==> src/rrf_pkg.sv <==
package rrf_pkg;
  // factory parameter set
  localparam logic [15:0] DEF_ADDR   = 16'h0000;
  localparam logic [7:0]  DEF_CHAN   = 8'h12;
  localparam logic [7:0]  DEF_NETWORK_IDENT  = 8'h00;
  // 9600 baud, 8N1, 2.4 kbps air rate
  localparam logic [7:0]  DEF_SERIAL = 8'h62;
  localparam logic [7:0]  DEF_OPTION = 8'h00;
  localparam logic [15:0] DEF_KEY    = 16'h0000;
  // option byte lives at index 06H, repeater enable in bit 5
  localparam logic [7:0]  OPT_REG_IDX = 8'h06;
  localparam int          REP_BIT     = 5;
  localparam logic [7:0]  CHAN_MAX    = 8'h50;
  // mode pin codes
  localparam logic [1:0]  MODE_NORMAL = 2'h0;
  localparam logic [1:0]  MODE_WOR    = 2'h1;
  localparam logic [1:0]  MODE_CFG    = 2'h2;
  localparam logic [1:0]  MODE_SLEEP  = 2'h3;
  // timing
  localparam int CLK_KHZ    = 25000;
  localparam int RELOAD_US  = 20;
  localparam int RELOAD_CYC = (RELOAD_US * CLK_KHZ) / 1000;
  localparam int ECHO_US    = 40;
  localparam int ECHO_CYC   = (ECHO_US * CLK_KHZ) / 1000;
  localparam int CNT_W      = 11;
  // fifo word: {last, network ident, data}
  localparam int FIFO_W     = 17;
  localparam int FIFO_D     = 32;
  localparam int LVL_W      = 6;
  typedef enum logic [1:0] {RX_HEAD, RX_FWD, RX_DELIV, RX_DROP} rrf_rx_e;
endpackage : rrf_pkg

==> src/rrf_fifo.sv <==
`timescale 1ns/100ps
`default_nettype none
module rrf_fifo #(
  parameter int W = 17,
  parameter int D = 32
) (
  // clock
  input  wire logic                   clk,
  input  wire logic                   rst,
  input  wire logic                   ce,
  // fill side
  input  wire logic                   in_valid,
  input  wire logic [W-1:0]           in_data,
  output logic                        in_ready,
  // drain side
  output logic                        out_valid,
  output logic [W-1:0]                out_data,
  input  wire logic                   out_ready,
  // fill level
  output logic [$clog2(D):0]          level
);
  localparam int AW = $clog2(D);
  logic [W-1:0]  mem [D];
  logic [AW-1:0] wr_ptr, rd_ptr, next_wr_ptr, next_rd_ptr;
  logic [AW:0]   next_level;
  logic          push, pop;

  always_comb begin
    in_ready    = level != (AW+1)'(D);
    out_valid   = level != '0;
    out_data    = mem[rd_ptr];
    push        = in_valid && in_ready;
    pop         = out_valid && out_ready;
    next_wr_ptr = push ? wr_ptr + 1'b1 : wr_ptr;
    next_rd_ptr = pop ? rd_ptr + 1'b1 : rd_ptr;
    next_level  = level + (AW+1)'(push) - (AW+1)'(pop);
  end

  always_ff @(posedge clk) begin
    if (rst) begin
      wr_ptr <= '0;
      rd_ptr <= '0;
      level  <= '0;
    end else if (ce) begin
      wr_ptr <= next_wr_ptr;
      rd_ptr <= next_rd_ptr;
      level  <= next_level;
      if (push) begin
        mem[wr_ptr] <= in_data;
      end
    end
  end
endmodule : rrf_fifo
`default_nettype wire

==> src/rrf_repeater.sv <==
`timescale 1ns/100ps
`default_nettype none
// Functional notes
// After reset the parameters are address 0000, channel 12, serial 9600 8N1 and air rate 2.4 kbps.
// Repeating starts only once the repeater option is set and the mode pins are back in normal mode.
// In repeater mode a packet from either paired network is resent into the other one.
// In repeater mode the device's own network ident plays no part in forwarding.
// In repeater mode no serial data is taken or delivered and low-power operation is refused.
// Leaving sleep mode, or reset, reloads the parameters with the indication output low meanwhile.
// Forwarding runs both ways between the two paired networks.
// In repeater mode the address high and low bytes are the two paired network idents.
// As an endpoint, received data goes to the serial port only if its source address equals ours.
// Address, channel 0-80, network ident and key must be within range or the write is refused.
// The host selects configuration mode on the mode pins before parameters are written.
// Bit 5 of the option byte at 06H enables repeating, and a foreign packet is forwarded once.
// Each packet is forwarded once with its payload unchanged, and our own echo is not resent.
module rrf_repeater (
  // clock and reset
  input  wire logic        CLK,
  input  wire logic        SYS_RST,
  input  wire logic        CE,
  // mode pins, asynchronous
  input  wire logic [1:0]  MODE_SELECT_PINS,
  // parameter write
  input  wire logic        CFG_WE,
  input  wire logic [15:0] CFG_ADDR,
  input  wire logic [7:0]  CFG_NETWORK_IDENT,
  input  wire logic [7:0]  CFG_CHAN,
  input  wire logic [7:0]  CFG_SERIAL,
  input  wire logic [7:0]  CFG_OPTION,
  input  wire logic [15:0] CFG_KEY,
  output logic             CFG_REJECT,
  // active parameters
  output logic [7:0]       ACT_CHAN,
  output logic [7:0]       ACT_SERIAL,
  output logic [15:0]      ACT_KEY,
  // status
  output logic             AUX,
  output logic             REPEATER_ON,
  output logic             LOW_POWER_EN,
  // radio receive stream
  input  wire logic        RX_VALID,
  input  wire logic [7:0]  RX_NETWORK_IDENT,
  input  wire logic [15:0] RX_SRC_ADDR,
  input  wire logic [7:0]  RX_DATA,
  input  wire logic        RX_LAST,
  output logic             RX_READY,
  // radio transmit stream
  output logic             TX_VALID,
  output logic [7:0]       TX_NETWORK_IDENT,
  output logic [7:0]       TX_DATA,
  output logic             TX_LAST,
  input  wire logic        TX_READY,
  // serial user side
  input  wire logic        UART_IN_VALID,
  input  wire logic [7:0]  UART_IN_DATA,
  input  wire logic        UART_IN_LAST,
  output logic             UART_IN_READY,
  output logic             UART_OUT_VALID,
  output logic [7:0]       UART_OUT_DATA
);
  localparam logic [rrf_pkg::CNT_W-1:0] RELOAD_N = rrf_pkg::CNT_W'(rrf_pkg::RELOAD_CYC);
  localparam logic [rrf_pkg::CNT_W-1:0] ECHO_N   = rrf_pkg::CNT_W'(rrf_pkg::ECHO_CYC);
  localparam logic [rrf_pkg::LVL_W-1:0] LVL_HI   = rrf_pkg::LVL_W'(rrf_pkg::FIFO_D - 1);

  function automatic logic [8:0] pair_route(input logic [7:0] n, input logic [15:0] pair);
    if (n == pair[15:8]) return {1'b1, pair[7:0]};
    if (n == pair[7:0]) return {1'b1, pair[15:8]};
    return 9'h000;
  endfunction : pair_route

  // mode and reload
  logic [1:0]               mode_s1, mode_q, mode_prev;
  logic [rrf_pkg::CNT_W-1:0] reload_cnt, next_reload_cnt;
  logic                     reloading, rep_on;
  always_comb begin
    next_reload_cnt = reload_cnt;
    if (mode_q != mode_prev && (mode_prev == rrf_pkg::MODE_SLEEP || mode_prev == rrf_pkg::MODE_CFG)) begin
      next_reload_cnt = RELOAD_N;
    end else if (reload_cnt != '0) begin
      next_reload_cnt = reload_cnt - 1'b1;
    end
  end
  always_ff @(posedge CLK) begin
    if (SYS_RST) begin
      mode_s1    <= rrf_pkg::MODE_NORMAL;
      mode_q     <= rrf_pkg::MODE_NORMAL;
      mode_prev  <= rrf_pkg::MODE_NORMAL;
      reload_cnt <= RELOAD_N;
    end else if (CE) begin
      mode_s1    <= MODE_SELECT_PINS;
      mode_q     <= mode_s1;
      mode_prev  <= mode_q;
      reload_cnt <= next_reload_cnt;
    end
  end

  // parameters: saved set written in config mode, active set loaded by reload
  logic [15:0] sv_addr, sv_key, act_addr;
  logic [7:0]  sv_net, sv_chan, sv_ser, sv_opt, act_net, act_opt;
  logic        cfg_ok, load_act;
  always_comb begin
    reloading = reload_cnt != '0;
    load_act  = reload_cnt == rrf_pkg::CNT_W'(1);
    cfg_ok    = CFG_WE && mode_q == rrf_pkg::MODE_CFG && !reloading
                && CFG_CHAN <= rrf_pkg::CHAN_MAX;
    rep_on    = act_opt[rrf_pkg::REP_BIT] && mode_q == rrf_pkg::MODE_NORMAL && !reloading;
  end
  always_ff @(posedge CLK) begin
    if (SYS_RST) begin
      {sv_addr, sv_net, sv_chan} <= {rrf_pkg::DEF_ADDR, rrf_pkg::DEF_NETWORK_IDENT, rrf_pkg::DEF_CHAN};
      {sv_ser, sv_opt, sv_key}   <= {rrf_pkg::DEF_SERIAL, rrf_pkg::DEF_OPTION, rrf_pkg::DEF_KEY};
      {act_addr, act_net, ACT_CHAN} <= {rrf_pkg::DEF_ADDR, rrf_pkg::DEF_NETWORK_IDENT, rrf_pkg::DEF_CHAN};
      {ACT_SERIAL, act_opt, ACT_KEY} <= {rrf_pkg::DEF_SERIAL, rrf_pkg::DEF_OPTION, rrf_pkg::DEF_KEY};
      CFG_REJECT <= 1'b0;
    end else if (CE) begin
      CFG_REJECT <= CFG_WE && !cfg_ok;
      if (cfg_ok) begin
        {sv_addr, sv_net, sv_chan} <= {CFG_ADDR, CFG_NETWORK_IDENT, CFG_CHAN};
        {sv_ser, sv_opt, sv_key}   <= {CFG_SERIAL, CFG_OPTION, CFG_KEY};
      end
      if (load_act) begin
        {act_addr, act_net, ACT_CHAN}  <= {sv_addr, sv_net, sv_chan};
        {ACT_SERIAL, act_opt, ACT_KEY} <= {sv_ser, sv_opt, sv_key};
      end
    end
  end

  // receive classification
  rrf_pkg::rrf_rx_e          rx_state, next_rx_state, cls;
  logic [7:0]                fwd_net, next_fwd_net, echo_net, next_echo_net, use_net;
  logic [8:0]                route;
  logic [rrf_pkg::CNT_W-1:0] echo_cnt, next_echo_cnt;
  logic                      rx_beat, rx_push, uart_push, echo_hit;
  logic [rrf_pkg::FIFO_W-1:0] f_in, f_out;
  logic                      f_in_rdy, f_out_val, f_out_rdy;
  logic [rrf_pkg::LVL_W-1:0] f_lvl;
  always_comb begin
    rx_beat  = RX_VALID && RX_READY;
    route    = pair_route(RX_NETWORK_IDENT, act_addr);
    echo_hit = echo_cnt != '0 && RX_NETWORK_IDENT == echo_net;
    cls      = rx_state;
    use_net  = fwd_net;
    if (rx_state == rrf_pkg::RX_HEAD) begin
      use_net = route[7:0];
      if (rep_on) begin
        cls = (route[8] && !echo_hit) ? rrf_pkg::RX_FWD : rrf_pkg::RX_DROP;
      end else begin
        cls = (RX_NETWORK_IDENT == act_net && RX_SRC_ADDR == act_addr) ? rrf_pkg::RX_DELIV : rrf_pkg::RX_DROP;
      end
    end
    next_rx_state = rx_state;
    next_fwd_net  = fwd_net;
    if (rx_beat) begin
      next_rx_state = RX_LAST ? rrf_pkg::RX_HEAD : cls;
      next_fwd_net  = use_net;
    end
    rx_push   = rx_beat && cls == rrf_pkg::RX_FWD && f_in_rdy;
    uart_push = UART_IN_VALID && UART_IN_READY && f_in_rdy;
    f_in      = rx_push ? {RX_LAST, use_net, RX_DATA} : {UART_IN_LAST, act_net, UART_IN_DATA};
    f_out_rdy = !TX_VALID || TX_READY;
    next_echo_cnt = echo_cnt != '0 ? echo_cnt - 1'b1 : echo_cnt;
    next_echo_net = echo_net;
    if (TX_VALID && TX_READY && TX_LAST) begin
      next_echo_cnt = ECHO_N;
      next_echo_net = TX_NETWORK_IDENT;
    end
  end

  rrf_fifo #(.W(rrf_pkg::FIFO_W), .D(rrf_pkg::FIFO_D)) u_fifo (
    .clk       (CLK),
    .rst       (SYS_RST),
    .ce        (CE),
    .in_valid  (rx_push || uart_push),
    .in_data   (f_in),
    .in_ready  (f_in_rdy),
    .out_valid (f_out_val),
    .out_data  (f_out),
    .out_ready (f_out_rdy),
    .level     (f_lvl)
  );

  always_ff @(posedge CLK) begin
    if (SYS_RST) begin
      rx_state <= rrf_pkg::RX_HEAD;
      fwd_net  <= 8'h00;
      echo_cnt <= '0;
      echo_net <= 8'h00;
      {RX_READY, UART_IN_READY, UART_OUT_VALID, UART_OUT_DATA} <= 11'h000;
      {TX_VALID, TX_NETWORK_IDENT, TX_DATA, TX_LAST} <= 18'h00000;
      {AUX, REPEATER_ON, LOW_POWER_EN} <= 3'h0;
    end else if (CE) begin
      rx_state       <= next_rx_state;
      fwd_net        <= next_fwd_net;
      echo_cnt       <= next_echo_cnt;
      echo_net       <= next_echo_net;
      RX_READY       <= mode_q == rrf_pkg::MODE_NORMAL && !reloading && f_lvl < LVL_HI;
      UART_IN_READY  <= mode_q == rrf_pkg::MODE_NORMAL && !reloading && !rep_on && f_lvl < LVL_HI;
      UART_OUT_VALID <= rx_beat && cls == rrf_pkg::RX_DELIV && !rep_on;
      UART_OUT_DATA  <= RX_DATA;
      if (f_out_rdy) begin
        TX_VALID <= f_out_val;
        {TX_LAST, TX_NETWORK_IDENT, TX_DATA} <= f_out;
      end
      AUX          <= !reloading && f_lvl == '0 && !TX_VALID;
      REPEATER_ON  <= rep_on;
      LOW_POWER_EN <= mode_q == rrf_pkg::MODE_SLEEP && !act_opt[rrf_pkg::REP_BIT];
    end
  end
endmodule : rrf_repeater
`default_nettype wire

==> config.mk <==
export PLATFORM = sky130hd
export DESIGN_NAME = rrf_repeater
export DESIGN_NICKNAME = d
export VERILOG_FILES = /design/src/rrf_pkg.sv /design/src/rrf_fifo.sv /design/src/rrf_repeater.sv
export SDC_FILE = /design/constraint.sdc
export NUM_CORES = 1
export LEC_CHECK = 0
export BUFFER_PORTS_ARGS = -buffer_cell sky130_fd_sc_hd__buf_2
export CORE_ASPECT_RATIO = 2
export CORE_MARGIN = 3
export CORE_UTILIZATION = 50
export CTS_CLUSTER_DIAMETER = 30
export DETAILED_ROUTE_END_ITERATION = 12
export PLACE_DENSITY = 0.72
export SLEW_MARGIN = 0
export SYNTH_ARGS = -nofsm -noshare
export SYNTH_HDL_FRONTEND = slang
export SYNTH_SLANG_ARGS = --single-unit
export TNS_END_PERCENT = 50
==> constraint.sdc <==
create_clock -name CLK -period 4.55 [get_ports CLK]
set_clock_uncertainty 0.15 [all_clocks]
set_input_delay 0.455 -clock CLK [delete_from_list [all_inputs] [get_ports CLK]]
set_output_delay 0.455 -clock CLK [all_outputs]
set_load 0.005 [all_outputs]
After elaboration in Yosys (flattened, before gate mapping)
Memory sizes are Yosys's and may differ from the RTL's. A register that Yosys moved wholly into a read port is not among the register bits.
Index checks and enable logic that the tools add are counted.
{ "totals": {"output_inout_bits": 65, "ramBits": 544, "n_memories": 1, "inputBits": 115, "regBits": 202} }
{ "classes": {"n_addsub": 6, "magnitude_cmp": 2, "n_eq_ne": 14, "mux": 22, "reduce_logical": 54} }
{ "mem_list": {"columns": ["name", "words", "word_bits", "rd", "rd_ports_with_merged_regs", "wr", "line", "text"], "rows": [
  ["u_fifo.mem", 32, 17, 1, 1, 1, "rrf_fifo.sv:23", "logic [W-1:0] mem [D];"]
]} }
{ "op_table": {"columns": ["op", "n"], "rows": [
  ["$mux 11", 4],
  ["$mux 9", 4],
  ["$eq 8x8->1", 4],
  ["$logic_and 1x1->1", 28],
  ["$reduce_bool 11->1", 2],
  ["$sub 11x1->11 const B", 2],
  ["$reduce_and 2->1", 9],
  ["$mux 17", 1],
  ["$eq 16x16->1", 1],
  ["$eq 11x1->1 const B", 1],
  ["$add 5x1->5 const B", 2],
  ["$eq 2x2->1 const B", 5],
  ["$le 8x7->1 const B", 1],
  ["$mux 1", 8],
  ["$mux 2", 4],
  ["$mux 8", 1],
  ["$add 6x1->6", 1],
  ["$logic_not 1->1", 6],
  ["$logic_not 6->1", 1],
  ["$lt 6x5->1 const B", 1],
  ["$ne 6x6->1 const B", 1],
  ["$reduce_bool 6->1", 1],
  ["$sub 6x1->6", 1],
  ["$logic_not 2->1", 2],
  ["4 further kinds", 7]
]} }

Logic depth before layout (Yosys ltp)
{ "depth": {"ltp_word": 18, "mapped_depth": 17, "ltp_nobuf": 16} }

Modules after synthesis
A second synthesis with hierarchy kept.
{ "unflattened": {"hier_cells": 2120, "hier_area_um2": 30082.6} }
{ "by_module_without_submodules": {"columns": ["mod", "area_each_um2", "cells_each", "n_inst"], "rows": [
  ["rrf_fifo", 21991.1, 1134, 1],
  ["rrf_repeater", 8091.5, 986, 1]
]} }

Worst setup path after synthesis
No wires, ideal clock.
{ "synth_timing": {"kind": "reg2reg", "startpoint": "register echo_cnt[0] in the netlist's numbering", "endpoint": "memory u_fifo.mem[23][0] (enable)", "path_buffers": 1, "required_ps": 3988, "synth_period_minus_slack_ps": 3787, "arrival_time_ps": 3224, "setup_ps": 412, "path_slack_ps": 763, "stages_incl_launch_ff": 10, "path_cell_list": "dfxtp_1 inv_1 ha_1 or4b_1 or3_4 a31oi_1 o211a_1 nor2_2 buf_6 nor3_1"} }
{ "synth_between": {"elab_chain_len": 16} }
{ "synth_rtl": {"columns": ["element", "line", "text"], "rows": [
  ["from (decl)", "rrf_repeater.sv:133", "logic [rrf_pkg::CNT_W-1:0] echo_cnt, next_echo_cnt;"],
  ["from (signal assigned)", "rrf_repeater.sv:195", "echo_cnt <= next_echo_cnt;"],
  ["$reduce_bool 11->1", "rrf_repeater.sv:141", "echo_hit = echo_cnt != '0 && RX_NETWORK_IDENT == echo_net;"],
  ["$logic_and 1x1->1", "rrf_repeater.sv:141", null],
  ["$logic_not 1->1", "rrf_repeater.sv:147", "cls = (route[8] && !echo_hit) ? rrf_pkg::RX_FWD : rrf_pkg::RX_DROP;"],
  ["$logic_and 1x1->1", "rrf_repeater.sv:147", null],
  ["$mux 2", "rrf_repeater.sv:147", null],
  ["$mux 2", "rrf_repeater.sv:146", "if (rep_on) begin"],
  ["$mux 2", "rrf_repeater.sv:144", "if (rx_state == rrf_pkg::RX_HEAD) begin"],
  ["$eq 2x1->1", "rrf_repeater.sv:158", "rx_push = rx_beat && cls == rrf_pkg::RX_FWD && f_in_rdy;"],
  ["$logic_and 1x1->1 (2 in series)", "rrf_repeater.sv:158", null],
  ["$logic_or 1x1->1", "rrf_repeater.sv:174", ".in_valid (rx_push || uart_push),"],
  ["$logic_and 1x1->1", "rrf_fifo.sv:32", "push = in_valid && in_ready;"],
  ["$mux 1", "rrf_fifo.sv:48", "if (push) begin"],
  ["$mux 1", "rrf_fifo.sv:44", "end else if (ce) begin"],
  ["$mux 1", "rrf_fifo.sv:40", "if (rst) begin"],
  ["$mux 1 (not written as such)", "rrf_fifo.sv:49", "mem[wr_ptr] <= in_data;"],
  ["to (decl)", "rrf_fifo.sv:23", null]
]} }
Every way passes these cells.

Worst setup path after layout
{ "layout_timing": {"startpoint": "register reload_cnt[2] in the netlist's numbering", "endpoint": "memory u_fifo.mem[10][9], data pin"} }
{ "layout_between": {"elab_chain_len": 9} }
{ "layout_rtl": {"columns": ["element", "line", "text"], "rows": [
  ["from (decl)", "rrf_repeater.sv:74", "logic [rrf_pkg::CNT_W-1:0] reload_cnt, next_reload_cnt;"],
  ["from (signal assigned)", "rrf_repeater.sv:94", "reload_cnt <= next_reload_cnt;"],
  ["$reduce_bool 11->1", "rrf_repeater.sv:103", "reloading = reload_cnt != '0;"],
  ["$logic_not 1->1", "rrf_repeater.sv:107", "rep_on = act_opt[rrf_pkg::REP_BIT] && mode_q == rrf_pkg::MODE_NORMAL && !reloading;"],
  ["$logic_and 1x1->1", "rrf_repeater.sv:107", null],
  ["$mux 2", "rrf_repeater.sv:146", null],
  ["$mux 2", "rrf_repeater.sv:144", null],
  ["$eq 2x1->1", "rrf_repeater.sv:158", null],
  ["$logic_and 1x1->1 (2 in series)", "rrf_repeater.sv:158", null],
  ["$mux 17", "rrf_repeater.sv:160", "f_in = rx_push ? {RX_LAST, use_net, RX_DATA} : {UART_IN_LAST, act_net, UART_IN_DATA};"],
  ["named net f_in (one bit)", "rrf_repeater.sv:135", "logic [rrf_pkg::FIFO_W-1:0] f_in, f_out;"]
]} }
The timed path passes the listed nets, and every way through them passes these cells.

==> impl_metrics.env <==
export IMPL_ir_drop_uv=243.1
export IMPL_cts_tree="built"
export IMPL_cts_buffers=76
export IMPL_core_um2=58490
export IMPL_grt_start_max_net_pins=75
export IMPL_num_antenna_cells=0
export IMPL_syn_avg_cell_area_um2=15.73
export IMPL_synthTopCellsByCount="edfxtp_1 (544), nand2_1 (264), dfxtp_1 (209)"
export IMPL_combPwrFrac=0.131
export IMPL_cpPeakStageDelay_ps=550
export IMPL_grt_overflow_total=0
export IMPL_synthArstFlopShare=0
export IMPL_grt_use_met3=0.03737
export IMPL_fin_crit_sh=0.7978
export IMPL_max_cap_violations=0
export IMPL_drc=0
export IMPL_min_path_type="primary input to register"
export IMPL_synth_fp_nets=2028
export IMPL_r2r_start="reload_cnt[2]$_SDFFE_PP1P_"
export IMPL_synthTopCellsByArea="edfxtp_1 (55%), dfxtp_1 (14%), mux4_2 (13%)"
export IMPL_utilization=0.5982
export IMPL_slew_headroom=0.2201
export IMPL_n_fill_cell=4175
export IMPL_place_area_um2=31880
export IMPL_worstPathCellList="nor4_4, nand4_1, nor4b_2, o211ai_2, a21boi_4, buf_4, mux2_4"
export IMPL_cp_required_ps=4690
export IMPL_die_h_um=350.9
export IMPL_hold_viol=0
export IMPL_slew_violations=0
export IMPL_max_freq_mhz=275.5
export IMPL_synth_seq_cells=753
export IMPL_worst_pin_slew_ps=1169
export IMPL_drtAntennaViolNets=0
export IMPL_powerDensity_nw_per_um2=452.6
export IMPL_worstSetupStartpointType="register"
export IMPL_synth_most_common_cell="edfxtp_1"
export IMPL_setup_viol=0
export IMPL_power_switching_uw=3958
export IMPL_place_congestion=0.8861
export IMPL_syn_area_um2=29740
export IMPL_grt_pass1_vias=18215
export IMPL_crit_path_start="reload_cnt[2]$_SDFFE_PP1P_"
export IMPL_fin_area_um2=34990
export IMPL_synth_top_cell_area_share=0.5493
export IMPL_clock_power_share=0.388
export IMPL_boundaryPins=180
export IMPL_cpLargestDelayFamily="simple AND/OR/NAND/NOR gates"
export IMPL_die_width_um=178.4
export IMPL_first_iter_violations=1460
export IMPL_clkTransAtPathRegs_ps=60
export IMPL_p_leak_uw=0.01199
export IMPL_rows=125
export IMPL_root_buffer="clkbuf_16"
export IMPL_synth_top_area_cell="edfxtp_1"
export IMPL_crit_arrival_ps=3770
export IMPL_grt_pass1_wl_um=108400
export IMPL_layout_drive_gt1_share=0.2776
export IMPL_path_max_fanout=32
export IMPL_ys_flop_type="edfxtp_1"
export IMPL_switching_share=0.2499
export IMPL_hpwl_um=47370
export IMPL_die_area_um2=62610
export IMPL_synth_warnings=0
export IMPL_antenna_found_initial=0
export IMPL_hp_start="RX_DATA[1]"
export IMPL_firstDrtPassIters=5
export IMPL_clk_latency_ps=610
export IMPL_synth_enable_flop_cells=544
export IMPL_end_kind="register"
export IMPL_clk_path_buf_depth=3
export IMPL_crit_type="register to register"
export IMPL_yosysUniqueCellTypes=66
export IMPL_initial_core_util=0.5084
export IMPL_cts_sinks=753
export IMPL_seqPwrFrac=0.481
export IMPL_p_int_uw=11880
export IMPL_area_delta_synth_final_pct=17.67
export IMPL_path_buf_inv=1
export IMPL_grtUsageMet2=0.4374
export IMPL_synthCells=1891
export IMPL_routed_via_count=17425
export IMPL_period_needed_ps=3630
export IMPL_yosysSeqAreaShare=0.6900
export IMPL_cts_resized=0
export IMPL_h_tree_depth=3
export IMPL_cpMaxStageDelayCell="a21boi_4"
export IMPL_io_buffer_count=172
export IMPL_setup_tns_final_ps=0
export IMPL_grt_most_used_layer="met2"
export IMPL_rsz0062_at_grt="false"
export IMPL_layout_nets=2309
export IMPL_track_usage=0.2319
export IMPL_wl_um=72790
export IMPL_use_met1=0.2417
export IMPL_status="completed"
export IMPL_avgViaCountPerCell=5.824
export IMPL_wl_per_cell_um=24.33
-- state kept, by name, indices dropped and copies added, names as in the netlist, 6 cells and up --
name and count:
u_fifo.level 6, UART_OUT_DATA 8, sv_net 8, reload_cnt 11, echo_net 8, TX_DATA 8, u_fifo.mem 544, ACT_KEY 16
echo_cnt 11, ACT_CHAN 8, ACT_SERIAL 8, act_net 8, TX_NETWORK_IDENT 8, sv_key 16, act_addr 16, fwd_net 8
sv_ser 8, sv_chan 8, sv_addr 16
-- power by group through the flow --
| stage | registers, µW | clock network [µW] | logic [µW] |
|---|---|---|---|
| final | 7610 | 6150 | 2070 |
| after floorplan | 7620 | 0 | 1630 |
| after detailed placement | 7760 | 0 | 2040 |
| after CTS | 7610 | 6260 | 2100 |
| after global placement | 7750 | 0 | 1970 |
| after global routing | 7630 | 6500 | 2260 |
-- cell families after synthesis --
family | share of synthesized area
XOR/XNOR | 0.02062
AO/OA/AOI/OAI | 0.04304
multiplexers | 0.1479
flip-flops | 0.6900
AND/OR/NAND/NOR | 0.07056
buffers and inverters | 0.01830
adder cells (fa/ha/maj) | 0.009509
-- worst min-delay path: cells and delay by family --
kind                   cells  cell delay (ps)
buffers and inverters      1              130
and+or+nand+nor            1               80
muxes                      1               80
-- per-stage QoR --
stage	instances	power, µW	setup WS [ps]	hold slack (ps)
floorplan	1891	9253	763.3	277.4
detailed placement	2791	9804	829.8	294.5
CTS	2992	15980	903.5	17.96
global placement	2791	9727	890.8	285.2
global route	2992	16390	761.4	58.13
finish	2992	15840	919.8	40.84
-- path summary, 6_finish.rpt --
kind	end	slack (ps)	cells after the start
max	u_fifo.mem[10][9]$_DFFE_PP_	920	7
min	UART_OUT_DATA[1]$_SDFFE_PP0P_	40	3
max reg2reg	u_fifo.mem[10][9]$_DFFE_PP_	920	7
min reg2reg	ACT_KEY[7]$_SDFFE_PP0P_	300	2
-- layer usage --
layer	up-vias	routed length, µm	part of all wire
met2	674	40560	0.56
met4	0	3867	0.053
met5	-	0	0
li1	7778	-	-
met3	179	4230	0.058
met1	8794	24140	0.33
-- what timing repair did --
item	4_1_cts	5_1_grt
endpoints found under the hold margin	66	0
hold buffers	65	0
setup endpoints to repair	0	0
buffers inserted	0	0
-- placed cells by master (no fill, tap or decap), types with 65 or more instances in the layout --
| master | Yosys | final |
|---|---|---|
| mux4_2 | 170 | 170 |
| dlygate4sd3_1 | 0 | 65 |
| dfxtp_1 | 209 | 205 |
| edfxtp_1 | 544 | 544 |
| nand2_1 | 264 | 264 |
| buf_2 | 16 | 171 |
| clkbuf_16 | 0 | 79 |
| buf_4 | 0 | 72 |
| a21oi_1 | 135 | 135 |
| nor2_1 | 86 | 85 |
-- area by class of cell --
cell class / count / area, µm² / area share
timing repair buffer: 311 / 2107 / 0.06021
multi-input combinational: 1009 / 8857 / 0.2531
inverter: 21 / 78.83 / 0.002253
clock buffer: 84 / 2006 / 0.05732
tap: 762 / 953.4 / 0.02725
clock inverter: 52 / 460.4 / 0.01316
sequential: 753 / 20530 / 0.5867
Power figures use the tool's default switching activity.
